<file path="src/gpio_port_pkg.sv">
// What this block does
// RQ1: sixteen channels, low byte 0-7, high 8-15
// RQ2: direction bit one makes pin an output
// RQ3: monitor register reads every pin's level
// RQ4: output level register sets driven level
// RQ5: function select one means general I/O
// RQ6: software should make unused channels outputs
// RQ7: any of eight PWM drives any pin
// RQ8: one 8-bit routing register per channel
// RQ9: routing bit 7 hands pin to PWM
// RQ10: finished sequence holds level from bit 3
// RQ11: bits 2-0 pick controller, 6-4 stored only
// RQ12: input level change sets write-one-clear flag
// RQ13: all control registers reset to zero
//
// Purpose: constants and types for the sixteen-pin I/O port
// Assumes: byte-wide register port, byte addresses as printed
// Notes:   each 16-bit register is an LSB/MSB byte pair
package gpio_port_pkg;

    localparam int unsigned NUM_PINS  = 16;
    localparam int unsigned NUM_PWM   = 8;
    localparam int unsigned ADDR_W    = 8;
    localparam int unsigned DATA_W    = 8;

    localparam logic [7:0] FLAGS_LO   = 8'h0A;
    localparam logic [7:0] FLAGS_HI   = 8'h0B;
    localparam logic [7:0] MASK_LO    = 8'h0C;
    localparam logic [7:0] MASK_HI    = 8'h0D;
    localparam logic [7:0] DIR_LO     = 8'h10;
    localparam logic [7:0] DIR_HI     = 8'h11;
    localparam logic [7:0] MON_LO     = 8'h12;
    localparam logic [7:0] MON_HI     = 8'h13;
    localparam logic [7:0] LEVEL_LO   = 8'h14;
    localparam logic [7:0] LEVEL_HI   = 8'h15;
    localparam logic [7:0] FUNC_LO    = 8'h16;
    localparam logic [7:0] FUNC_HI    = 8'h17;
    localparam logic [7:0] ROUTE_BASE = 8'h20;
    localparam logic [7:0] ROUTE_LAST = 8'h2F;

    localparam logic [15:0] PAIR_RESET  = 16'h0000;
    localparam logic [7:0]  ROUTE_RESET = 8'h00;
    localparam logic [7:0]  UNMAPPED_RD = 8'h00;

    // routing byte: bit 7 enable, 6-4 spare, 3 idle level, 2-0 select
    typedef struct packed {
        logic       en;
        logic [2:0] spare;
        logic       idle;
        logic [2:0] sel;
    } route_s;

    typedef struct packed {
        logic [ADDR_W-1:0] addr;
        logic [DATA_W-1:0] wdata;
        logic              wr;
        logic              rd;
    } reg_req_s;

endpackage

</file>
<file path="src/gpio_port.sv">
// Purpose: sixteen-pin I/O port with per-pin PWM routing
// Assumes: pins and PWM inputs synchronous to clk (40 MHz)
// Notes:   read data appear in the cycle after the read strobe
//
// The strobed register port was decided locally.
module gpio_port
    import gpio_port_pkg::*;
(
    input  wire logic                clk,
    input  wire logic                rst,
    input  wire reg_req_s            req,
    output logic [DATA_W-1:0]        rdata,
    input  wire logic [NUM_PINS-1:0] io_in,
    output logic [NUM_PINS-1:0]      io_out,
    output logic [NUM_PINS-1:0]      io_oe,
    output logic [NUM_PINS-1:0]      sensor_en,
    input  wire logic [NUM_PWM-1:0]  pwm_wave,
    input  wire logic [NUM_PWM-1:0]  pwm_done,
    output logic                     irq
);

    logic [NUM_PINS-1:0] dir_reg;
    logic [NUM_PINS-1:0] level_reg;
    logic [NUM_PINS-1:0] func_reg;
    logic [NUM_PINS-1:0] flags_reg;
    logic [NUM_PINS-1:0] mask_reg;
    logic [NUM_PINS-1:0] prev_reg;
    logic                primed_reg;
    route_s              route_reg [NUM_PINS];
    logic [NUM_PINS-1:0] out_next;
    logic [NUM_PINS-1:0] oe_next;
    logic [NUM_PINS-1:0] change;
    logic [NUM_PINS-1:0] clr;
    logic [DATA_W-1:0]   rdata_next;
    logic [NUM_PINS-1:0] flags_next;
    logic [NUM_PINS-1:0] mask_next;

    // byte write into one half of a 16-bit pair
    function automatic logic [15:0] put_byte(input logic [15:0] old,
                                             input logic        hi,
                                             input logic [7:0]  b);
        put_byte = hi ? {b, old[7:0]} : {old[15:8], b};
    endfunction

    // single bit, set by a write hitting either byte of the pair that starts at lo
    function automatic logic hits(input reg_req_s r,
                                  input logic [7:0] lo);
        hits = r.wr && (r.addr[7:1] == lo[7:1]);
    endfunction

    always_ff @(posedge clk or posedge rst) begin
        if (rst) begin
            dir_reg <= PAIR_RESET; // RQ13
        end else if (hits(req, DIR_LO)) begin
            dir_reg <= put_byte(dir_reg, req.addr[0], req.wdata); // RQ2 RQ1
        end
    end

    always_ff @(posedge clk or posedge rst) begin
        if (rst) begin
            level_reg <= PAIR_RESET; // RQ13
        end else if (hits(req, LEVEL_LO)) begin
            level_reg <= put_byte(level_reg, req.addr[0], req.wdata); // RQ4
        end
    end

    always_ff @(posedge clk or posedge rst) begin
        if (rst) begin
            func_reg <= PAIR_RESET; // RQ13
        end else if (hits(req, FUNC_LO)) begin
            func_reg <= put_byte(func_reg, req.addr[0], req.wdata); // RQ5
        end
    end

    always_ff @(posedge clk or posedge rst) begin
        if (rst) begin
            mask_reg <= PAIR_RESET;
        end else if (hits(req, MASK_LO)) begin
            mask_reg <= put_byte(mask_reg, req.addr[0], req.wdata);
        end
    end

    genvar gi;
    generate
        for (gi = 0; gi < NUM_PINS; gi++) begin : g_route
            always_ff @(posedge clk or posedge rst) begin
                if (rst) begin
                    route_reg[gi] <= route_s'(ROUTE_RESET); // RQ13
                end else if (req.wr && req.addr == ROUTE_BASE + 8'(gi)) begin
                    // spare bits are kept so they read back as written
                    route_reg[gi] <= route_s'(req.wdata); // RQ8 RQ11
                end
            end

            always_comb begin
                if (route_reg[gi].en) begin
                    oe_next[gi]  = 1'b1; // RQ9 RQ7
                    out_next[gi] = pwm_done[route_reg[gi].sel]
                                 ? route_reg[gi].idle // RQ10
                                 : pwm_wave[route_reg[gi].sel]; // RQ11
                end else if (func_reg[gi] && dir_reg[gi]) begin
                    oe_next[gi]  = 1'b1; // RQ2 RQ5
                    out_next[gi] = level_reg[gi]; // RQ4
                end else begin
                    oe_next[gi]  = 1'b0;
                    out_next[gi] = 1'b0;
                end
            end

            // only pins the logic does not drive report changes
            assign change[gi] = primed_reg && !dir_reg[gi]
                              && !route_reg[gi].en
                              && (io_in[gi] != prev_reg[gi]); // RQ12
        end
    endgenerate

    always_ff @(posedge clk or posedge rst) begin
        if (rst) begin
            io_oe     <= '0;
            io_out    <= '0;
            sensor_en <= '1;
        end else begin
            io_oe     <= oe_next;
            io_out    <= out_next;
            // sensor role only while neither I/O nor PWM owns the pin
            for (int i = 0; i < NUM_PINS; i++) begin
                sensor_en[i] <= !func_reg[i] && !route_reg[i].en; // RQ5
            end
        end
    end

    // first sample after reset only primes the history, no false flag
    always_ff @(posedge clk or posedge rst) begin
        if (rst) begin
            prev_reg   <= '0;
            primed_reg <= 1'b0;
        end else begin
            prev_reg   <= io_in;
            primed_reg <= 1'b1;
        end
    end

    always_comb begin
        clr = '0;
        if (hits(req, FLAGS_LO)) begin
            clr = req.addr[0] ? {req.wdata, 8'h00} : {8'h00, req.wdata};
        end
    end

    // set wins over a clear in the same cycle
    always_comb begin
        flags_next = (flags_reg & ~clr) | change; // RQ12
    end

    // irq looks at next flags and mask, so it never lags a mask write
    always_comb begin
        mask_next = mask_reg;
        if (hits(req, MASK_LO)) begin
            mask_next = put_byte(mask_reg, req.addr[0], req.wdata);
        end
    end

    always_ff @(posedge clk or posedge rst) begin
        if (rst) begin
            flags_reg <= PAIR_RESET;
        end else begin
            flags_reg <= flags_next; // RQ12
        end
    end

    always_ff @(posedge clk or posedge rst) begin
        if (rst) begin
            irq <= 1'b0;
        end else begin
            irq <= |(flags_next & mask_next);
        end
    end

    always_comb begin
        rdata_next = UNMAPPED_RD;
        case (req.addr)
            FLAGS_LO: rdata_next = flags_reg[7:0];
            FLAGS_HI: rdata_next = flags_reg[15:8];
            MASK_LO:  rdata_next = mask_reg[7:0];
            MASK_HI:  rdata_next = mask_reg[15:8];
            DIR_LO:   rdata_next = dir_reg[7:0];
            DIR_HI:   rdata_next = dir_reg[15:8];
            MON_LO:   rdata_next = io_in[7:0]; // RQ3
            MON_HI:   rdata_next = io_in[15:8]; // RQ3
            LEVEL_LO: rdata_next = level_reg[7:0];
            LEVEL_HI: rdata_next = level_reg[15:8];
            FUNC_LO:  rdata_next = func_reg[7:0];
            FUNC_HI:  rdata_next = func_reg[15:8];
            default: begin
                if (req.addr >= ROUTE_BASE && req.addr <= ROUTE_LAST) begin
                    rdata_next = route_reg[req.addr[3:0]]; // RQ8
                end
            end
        endcase
    end

    // data only stand in the cycle after the strobe
    always_ff @(posedge clk or posedge rst) begin
        if (rst) begin
            rdata <= '0;
        end else begin
            rdata <= req.rd ? rdata_next : UNMAPPED_RD;
        end
    end

    // checks on pins 0, 8 and 15 stand for every pin of the generate loop
    logic [2:0] sel0;
    logic [2:0] sel15;
    assign sel0  = route_reg[0].sel;
    assign sel15 = route_reg[15].sel;
endmodule

</file>
<file path="config.mk">
export PLATFORM = sky130hd
export DESIGN_NAME = gpio_port
export DESIGN_NICKNAME = d
export VERILOG_FILES = /design/src/gpio_port_pkg.sv /design/src/gpio_port.sv
export SDC_FILE = /design/constraint.sdc
export NUM_CORES = 1
export LEC_CHECK = 0
export ABC_AREA = 1
export BUFFER_PORTS_ARGS = -buffer_cell sky130_fd_sc_hd__buf_2
export CAP_MARGIN = 20
export CORE_ASPECT_RATIO = 2
export CORE_MARGIN = 2
export CORE_UTILIZATION = 65
export DETAILED_ROUTE_END_ITERATION = 8
export MAX_ROUTING_LAYER = met4
export PLACE_DENSITY = 0.92
export RECOVER_POWER = 50
export SLEW_MARGIN = 20
export SYNTH_ARGS = -nofsm -noshare
export SYNTH_HDL_FRONTEND = slang
export SYNTH_SLANG_ARGS = --single-unit
export TNS_END_PERCENT = 50
</file>
<file path="constraint.sdc">
create_clock -name clk -period 14.85 [get_ports clk]
set_clock_uncertainty 0.1 [all_clocks]
set_input_delay 2.97 -clock clk [delete_from_list [all_inputs] [get_ports clk]]
set_output_delay 2.97 -clock clk [all_outputs]
set_load 0.02 [all_outputs]
</file>
After elaboration in Yosys (flattened, before gate mapping)
Cells that the tools add are included.
{"block": "totals", "out_inout_bits": 57, "regBits": 282, "in_bits": 52}
{"block": "classes", "eq_ne": 49, "n_reduce_logical": 157, "mux": 154, "n_lt_le_gt_ge": 19, "bitwise_logic": 6}
{"cell": "$eq 8x6->1 const B", "n": 16}
{"cell": "$mux 1", "n": 112}
{"cell": "$logic_and 1x1->1", "n": 102}
{"cell": "$bmux 1 s3", "n": 32}
{"cell": "$pmux 8 s12", "n": 1}
{"cell": "$eq 8x5->1 const B", "n": 8}
{"cell": "$lt 3x4->1 const B", "n": 16}
{"cell": "$mux 16", "n": 4}
{"cell": "$logic_not 1->1", "n": 48}
{"cell": "$and 16x16->16", "n": 2}
{"cell": "$bmux 8 s4", "n": 1}
{"cell": "$eq 8x4->1 const B", "n": 4}
{"cell": "$mux 8", "n": 4}
{"cell": "$eq 7x4->1 const B", "n": 3}
{"cell": "$ne 1x1->1", "n": 16}
{"cell": "$not 16->16", "n": 1}
{"cell": "$or 16x16->16", "n": 1}
{"cell": "$reduce_or 16->1", "n": 1}
{"cell": "$eq 7x3->1 const B", "n": 2}
{"cell": "$reduce_and 2->1", "n": 6}
{"cell": "$ge 8x6->1 const B", "n": 1}
{"cell": "$le 8x6->1 const B", "n": 1}
{"cell": "$ge 5x5->1 const B", "n": 1}
{"cell": "$not 4->5", "n": 1}
{"cell": "$not 1->1", "n": 1}

Longest topological paths before layout
{"block": "depth", "ltp_word": 8, "ltp_mapped": 13, "ltp_nobuf": 12}

Worst setup path before layout
OpenSTA, ideal clock, no wires.
{"block": "synth_timing", "path_kind": "input to register", "start": "in req[11] in the netlist's numbering", "end": "reg rdata[3]", "slack_ps": 10460, "cell_stages": 13, "n_path_buf": 2, "arrival_ps": 4173, "required_time_ps": 14633, "cell_sequence": "buf_4 inv_4 nor2_8 nand2_2 nor2_4 nor2_1 nand3_2 buf_6 nand2_1 nor2_1 nand3_1 nand2_1 nor2_1"}
{"block": "synth_between", "elab_chain_cells": 7, "word_cells_on_any_way": 22, "classes_between": "order compare: 2; eq/ne: 12; mux: 6; bitwise: 1; reduce/logical: 1"}
{"element": "start: declaration", "line": "gpio_port.sv:11", "source": "input wire reg_req_s req,"}
{"element": "$not 4->5 (not written as such)", "line": "gpio_port.sv:196", "source": "rdata_next = route_reg[req.addr[3:0]];"}
{"element": "$bmux 8 s4", "line": "gpio_port.sv:196"}
{"element": "$mux 8 (not written as such) (2 in a row)", "line": "gpio_port.sv:196"}
{"element": "$mux 8", "line": "gpio_port.sv:195", "source": "if (req.addr >= ROUTE_BASE && req.addr <= ROUTE_LAST) begin"}
{"element": "$pmux 8 s12 *", "line": "gpio_port.sv:181", "source": "case (req.addr)"}
{"element": "$mux 8 *", "line": "gpio_port.sv:207", "source": "rdata <= req.rd ? rdata_next : UNMAPPED_RD;"}
{"element": "end signal: assignment", "line": "gpio_port.sv:207"}
{"element": "end: declaration", "line": "gpio_port.sv:12", "source": "output logic [DATA_W-1:0] rdata,"}
Every way passes the cells marked *; elsewhere a longest branch is shown, timed or not. The select of a mux whose other input is x is not followed.
A chain may end at the register's enable or synchronous reset.

==> implementation parameters <==
Parameter                              Value

Critical path
  Source of the worst register-to-register timing path    primed_reg$_DFF_PP0_
  Slowest-stage cell, CP    sky130_fd_sc_hd__clkinvlp_2
  Data arrival time at the worst-slack endpoint    7.32 ns
  Largest stage delay on the critical path    2.97 ns
  Critical path endpoint category    async pin
  Kind of launch point of the worst setup path    primary input
  Category of the critical setup timing path    in2async
  CP cell instances    buf_2 > clkinvlp_2 > buf_4
  Crit path max fanout    125
  Crit path required time    15.31 ns
  Timing startpoint of the critical path    rst

Power
  P per Cell Area    114 nW/um2
  VDD IR max    0.000117 V
  Share of power burned in registers    46.3%
  Switching fraction of total power    29.0%
  Combinational group share of total power    12.7%
  Static Leak    7.20 nW
  Net switching power of the design    537 uW
  Share of power burned in the clock network    40.9%
  Pint    1.32 mW

Min path
  Hold Crit Start    route_reg[47]$_DFFE_PP0P_
  Classification of the worst-slack hold path    reg2reg

Floorplanning
  Height of the die    218 um
  Initial core utilization    65.9%
  Count of boundary I/O pins    109
  Horizontal extent of the die    111 um
  Number of rows created at floorplan    78
  Full die area    24300 um2
  Core ar.    22600 um2

Yosys
  Xor-xnor portion of the synthesized cell area    0.939%
  Synthesized-area fraction occupied by and/or/nand/nor cells    25.6%
  Number of enable flip-flop cells after synthesis    0
  #FFs+latches synth    282
  Post-synth design cell area    14900 um2
  Async S/R FF share, synth    100%
  Top cell type by total area after synthesis    sky130_fd_sc_hd__dfrtp_1
  Count of mapped cells out of synthesis    2017
  Distinct cell type count of the synthesized netlist    36
  Number of warning messages in the yosys log    0
  Synth area leaders    sky130_fd_sc_hd__dfrtp_1 (45%), sky130_fd_sc_hd__nand2_1 (16%), sky130_fd_sc_hd__o21ai_0 (13%)
  Sequential element share of the synthesized area    47.4%
  Cell with the most instances after synthesis    sky130_fd_sc_hd__nand2_1
  Mux cell area share after synthesis    0%
  Main combinational cell family by area after synthesis    simple AND/OR/NAND/NOR gates
  Syn avg cell area    7.40 um2
  Post-synthesis share of cell area spent on full adders, half adders and majority gates    0%
  Post-synthesis compound-gate area fraction    18.9%
  Syn_nets    2069
  Dominant synthesized flop cell    sky130_fd_sc_hd__dfrtp_1
  Top cell type's share of synthesized area    44.6%
  Most frequent cells after synthesis    sky130_fd_sc_hd__nand2_1 (625), sky130_fd_sc_hd__o21ai_0 (395), sky130_fd_sc_hd__dfrtp_1 (266), sky130_fd_sc_hd__inv_1 (136), sky130_fd_sc_hd__nor2_1 (108)

Placement
  Post-detail-place hpwl    37600 um
  Placed cell areas    15400 um2
  Port-buffer cells    108
  Number of instances in the placed design    2287
  Weighted congestion at the end of routability-driven global placement    1.06

Clocking
  Clock tree from TritonCTS    built
  Reg clk slew, reported paths    0.07 ns
  Clock Tree Root    sky130_fd_sc_hd__clkbuf_16
  Number of clock sinks    282
  Hold_buf cts    0
  Post-CTS setup repair buffer count    0
  Number of levels in the clock H-tree    1
  Insertion delay to the later sink of the worst-skew pair    0.58 ns
  Number of resized instances in the post-cts repair step    0
  Maximum number of buffers from clock root to sink    3
  CTS buffer count    26

Drt
  Vias per cell    6.50
  Number of nets with antenna violations after detailed routing    0
  Number of vias in the routed layout    15200
  Initial drt markers    2234
  DR WL/cell    23.1 um
  Pre-Repair DR Iteration Count    7
  Remaining routing DRC violations    0
  Final Routed Wirelength    53900 um

Timing
  Share of the clock period used by the worst path after layout    46.2%
  Count of final setup violators    0
  Highest clock frequency the design can meet    146 MHz
  Fin crit period    6.87 ns
  Pins over their slew limit    126
  Worst slew margin relative to its limit    -259%
  Slew at the pin closest to its max-slew limit    5.36 ns
  Sum Neg Setup Slack    0 ns
  RSZ-0062 raised after global routing    no
  Final Hold Violating Endpoints    0

Layout
  Non-filler instance count after layout    2336
  Design Area, Final    16200 um2
  Storage element area    7080 um2
  Nets@finish    2087
  Largest register FFs    122
  Area added between synthesis and finish    8.80%
  Total area of multi-input combinational cells    6780 um2
  Final core area utilization    71.7%
  Number of fill cells    1853
  Fraction of layout cells with a size suffix above 1    7.64%

Flow run
  Number of max-cap violations    1

Run status
  Violations in the final reports    capacitance limit, slew limit
  Outcome    complete, but fails checks

Global routing
  Initial antenna violation count    0
  First-pass GRT wire length    82600 um
  Overall global routing resource usage    46.1%
  Overflow left after global routing    0
  Largest net degree at the start of global routing    126
  Number of global-route vias before repair    14500
-- placed cells by master, fill, tap and decap left out, drive strengths merged --
cell type,n
nand4,35
bufinv,6
nand3b,5
nor2,121
dfstp,16
nor3b,1
nor3,3
buf,57
clkbuf,87
a21oi,80
nand3,105
clkinv,7
o21a,1
nor4,1
dfrtp,266
inv,146
diode,1
o211ai,38
clkinvlp,6
o21ai,413
nor2b,1
o22ai,9
conb,1
xor2,16
nand2,634
-- logic make-up (layout without fill, tap and decap cells) --
| kind of cell | after synthesis | in the layout |
|---|---|---|
| AOI/OAI and AO/OA | 541 | 541 |
| and+or+nand+nor | 906 | 906 |
| xor gates and xnor gates | 16 | 16 |
| DFF | 282 | 282 |
| buffers and inverters | 271 | 309 |
| other | 1 | 2 |
-- stage by stage --
step | hold WS [ns] | setup slack (ns) | power [mW]
after global placement | 0.312 | 9.20 | 1.09
after CTS | 0.323 | 9.71 | 1.84
after detailed placement | 0.312 | 9.17 | 1.10
after global routing | 0.330 | 7.18 | 1.90
after floorplan | 0.284 | 4.03 | 1.01
final | 0.336 | 7.98 | 1.85
-- area by class of cell --
cell class	instances	share of cell area, %
diodes	1	0.0154
clock buffers	31	4.25
flip-flops and latches	282	43.6
well taps	280	2.16
multi-input cells	1464	41.8
clock inverters	17	1.63
inverters	148	3.44
repair buffers	113	3.15
-- power by group through the flow --
stage / Sequential, mW / Combinational (mW) / Clock [mW]
after floorplan: 0.861 / 0.147 / 0
after global placement: 0.867 / 0.224 / 0
after detailed placement: 0.869 / 0.230 / 0
after CTS: 0.855 / 0.232 / 0.754
after global routing: 0.862 / 0.259 / 0.784
final: 0.858 / 0.236 / 0.759
-- layer usage --
metal	global-route usage (%)	vias up	share of wire (%)
met5	-	-	0
met4	40.2	0	11
met3	8.24	404	9.4
met2	73.8	1113	47
met1	48.9	7009	32
li1	-	6651	-
-- final timing paths --
path	endpoint	slack, ns	cells past startpoint
setup / recovery	route_reg[108]$_DFFE_PP0P_	7.98	3
hold / removal	sensor_en[10]$_DFF_PP1_	0.34	1
setup reg to reg	irq$_DFF_PP0_	12.70	8
hold reg to reg	sensor_en[10]$_DFF_PP1_	0.34	1
max in group clk	irq$_DFF_PP0_	9.03	12
min in group asynchronous	flags_reg[15]$_DFF_PP0_	3.95	2
-- critical path, delay by kind of cell --
kind,cells,cell delay [ns]
buffers and inverters,3,4.21
No activity file was read; power rests on OpenSTA's default activity.
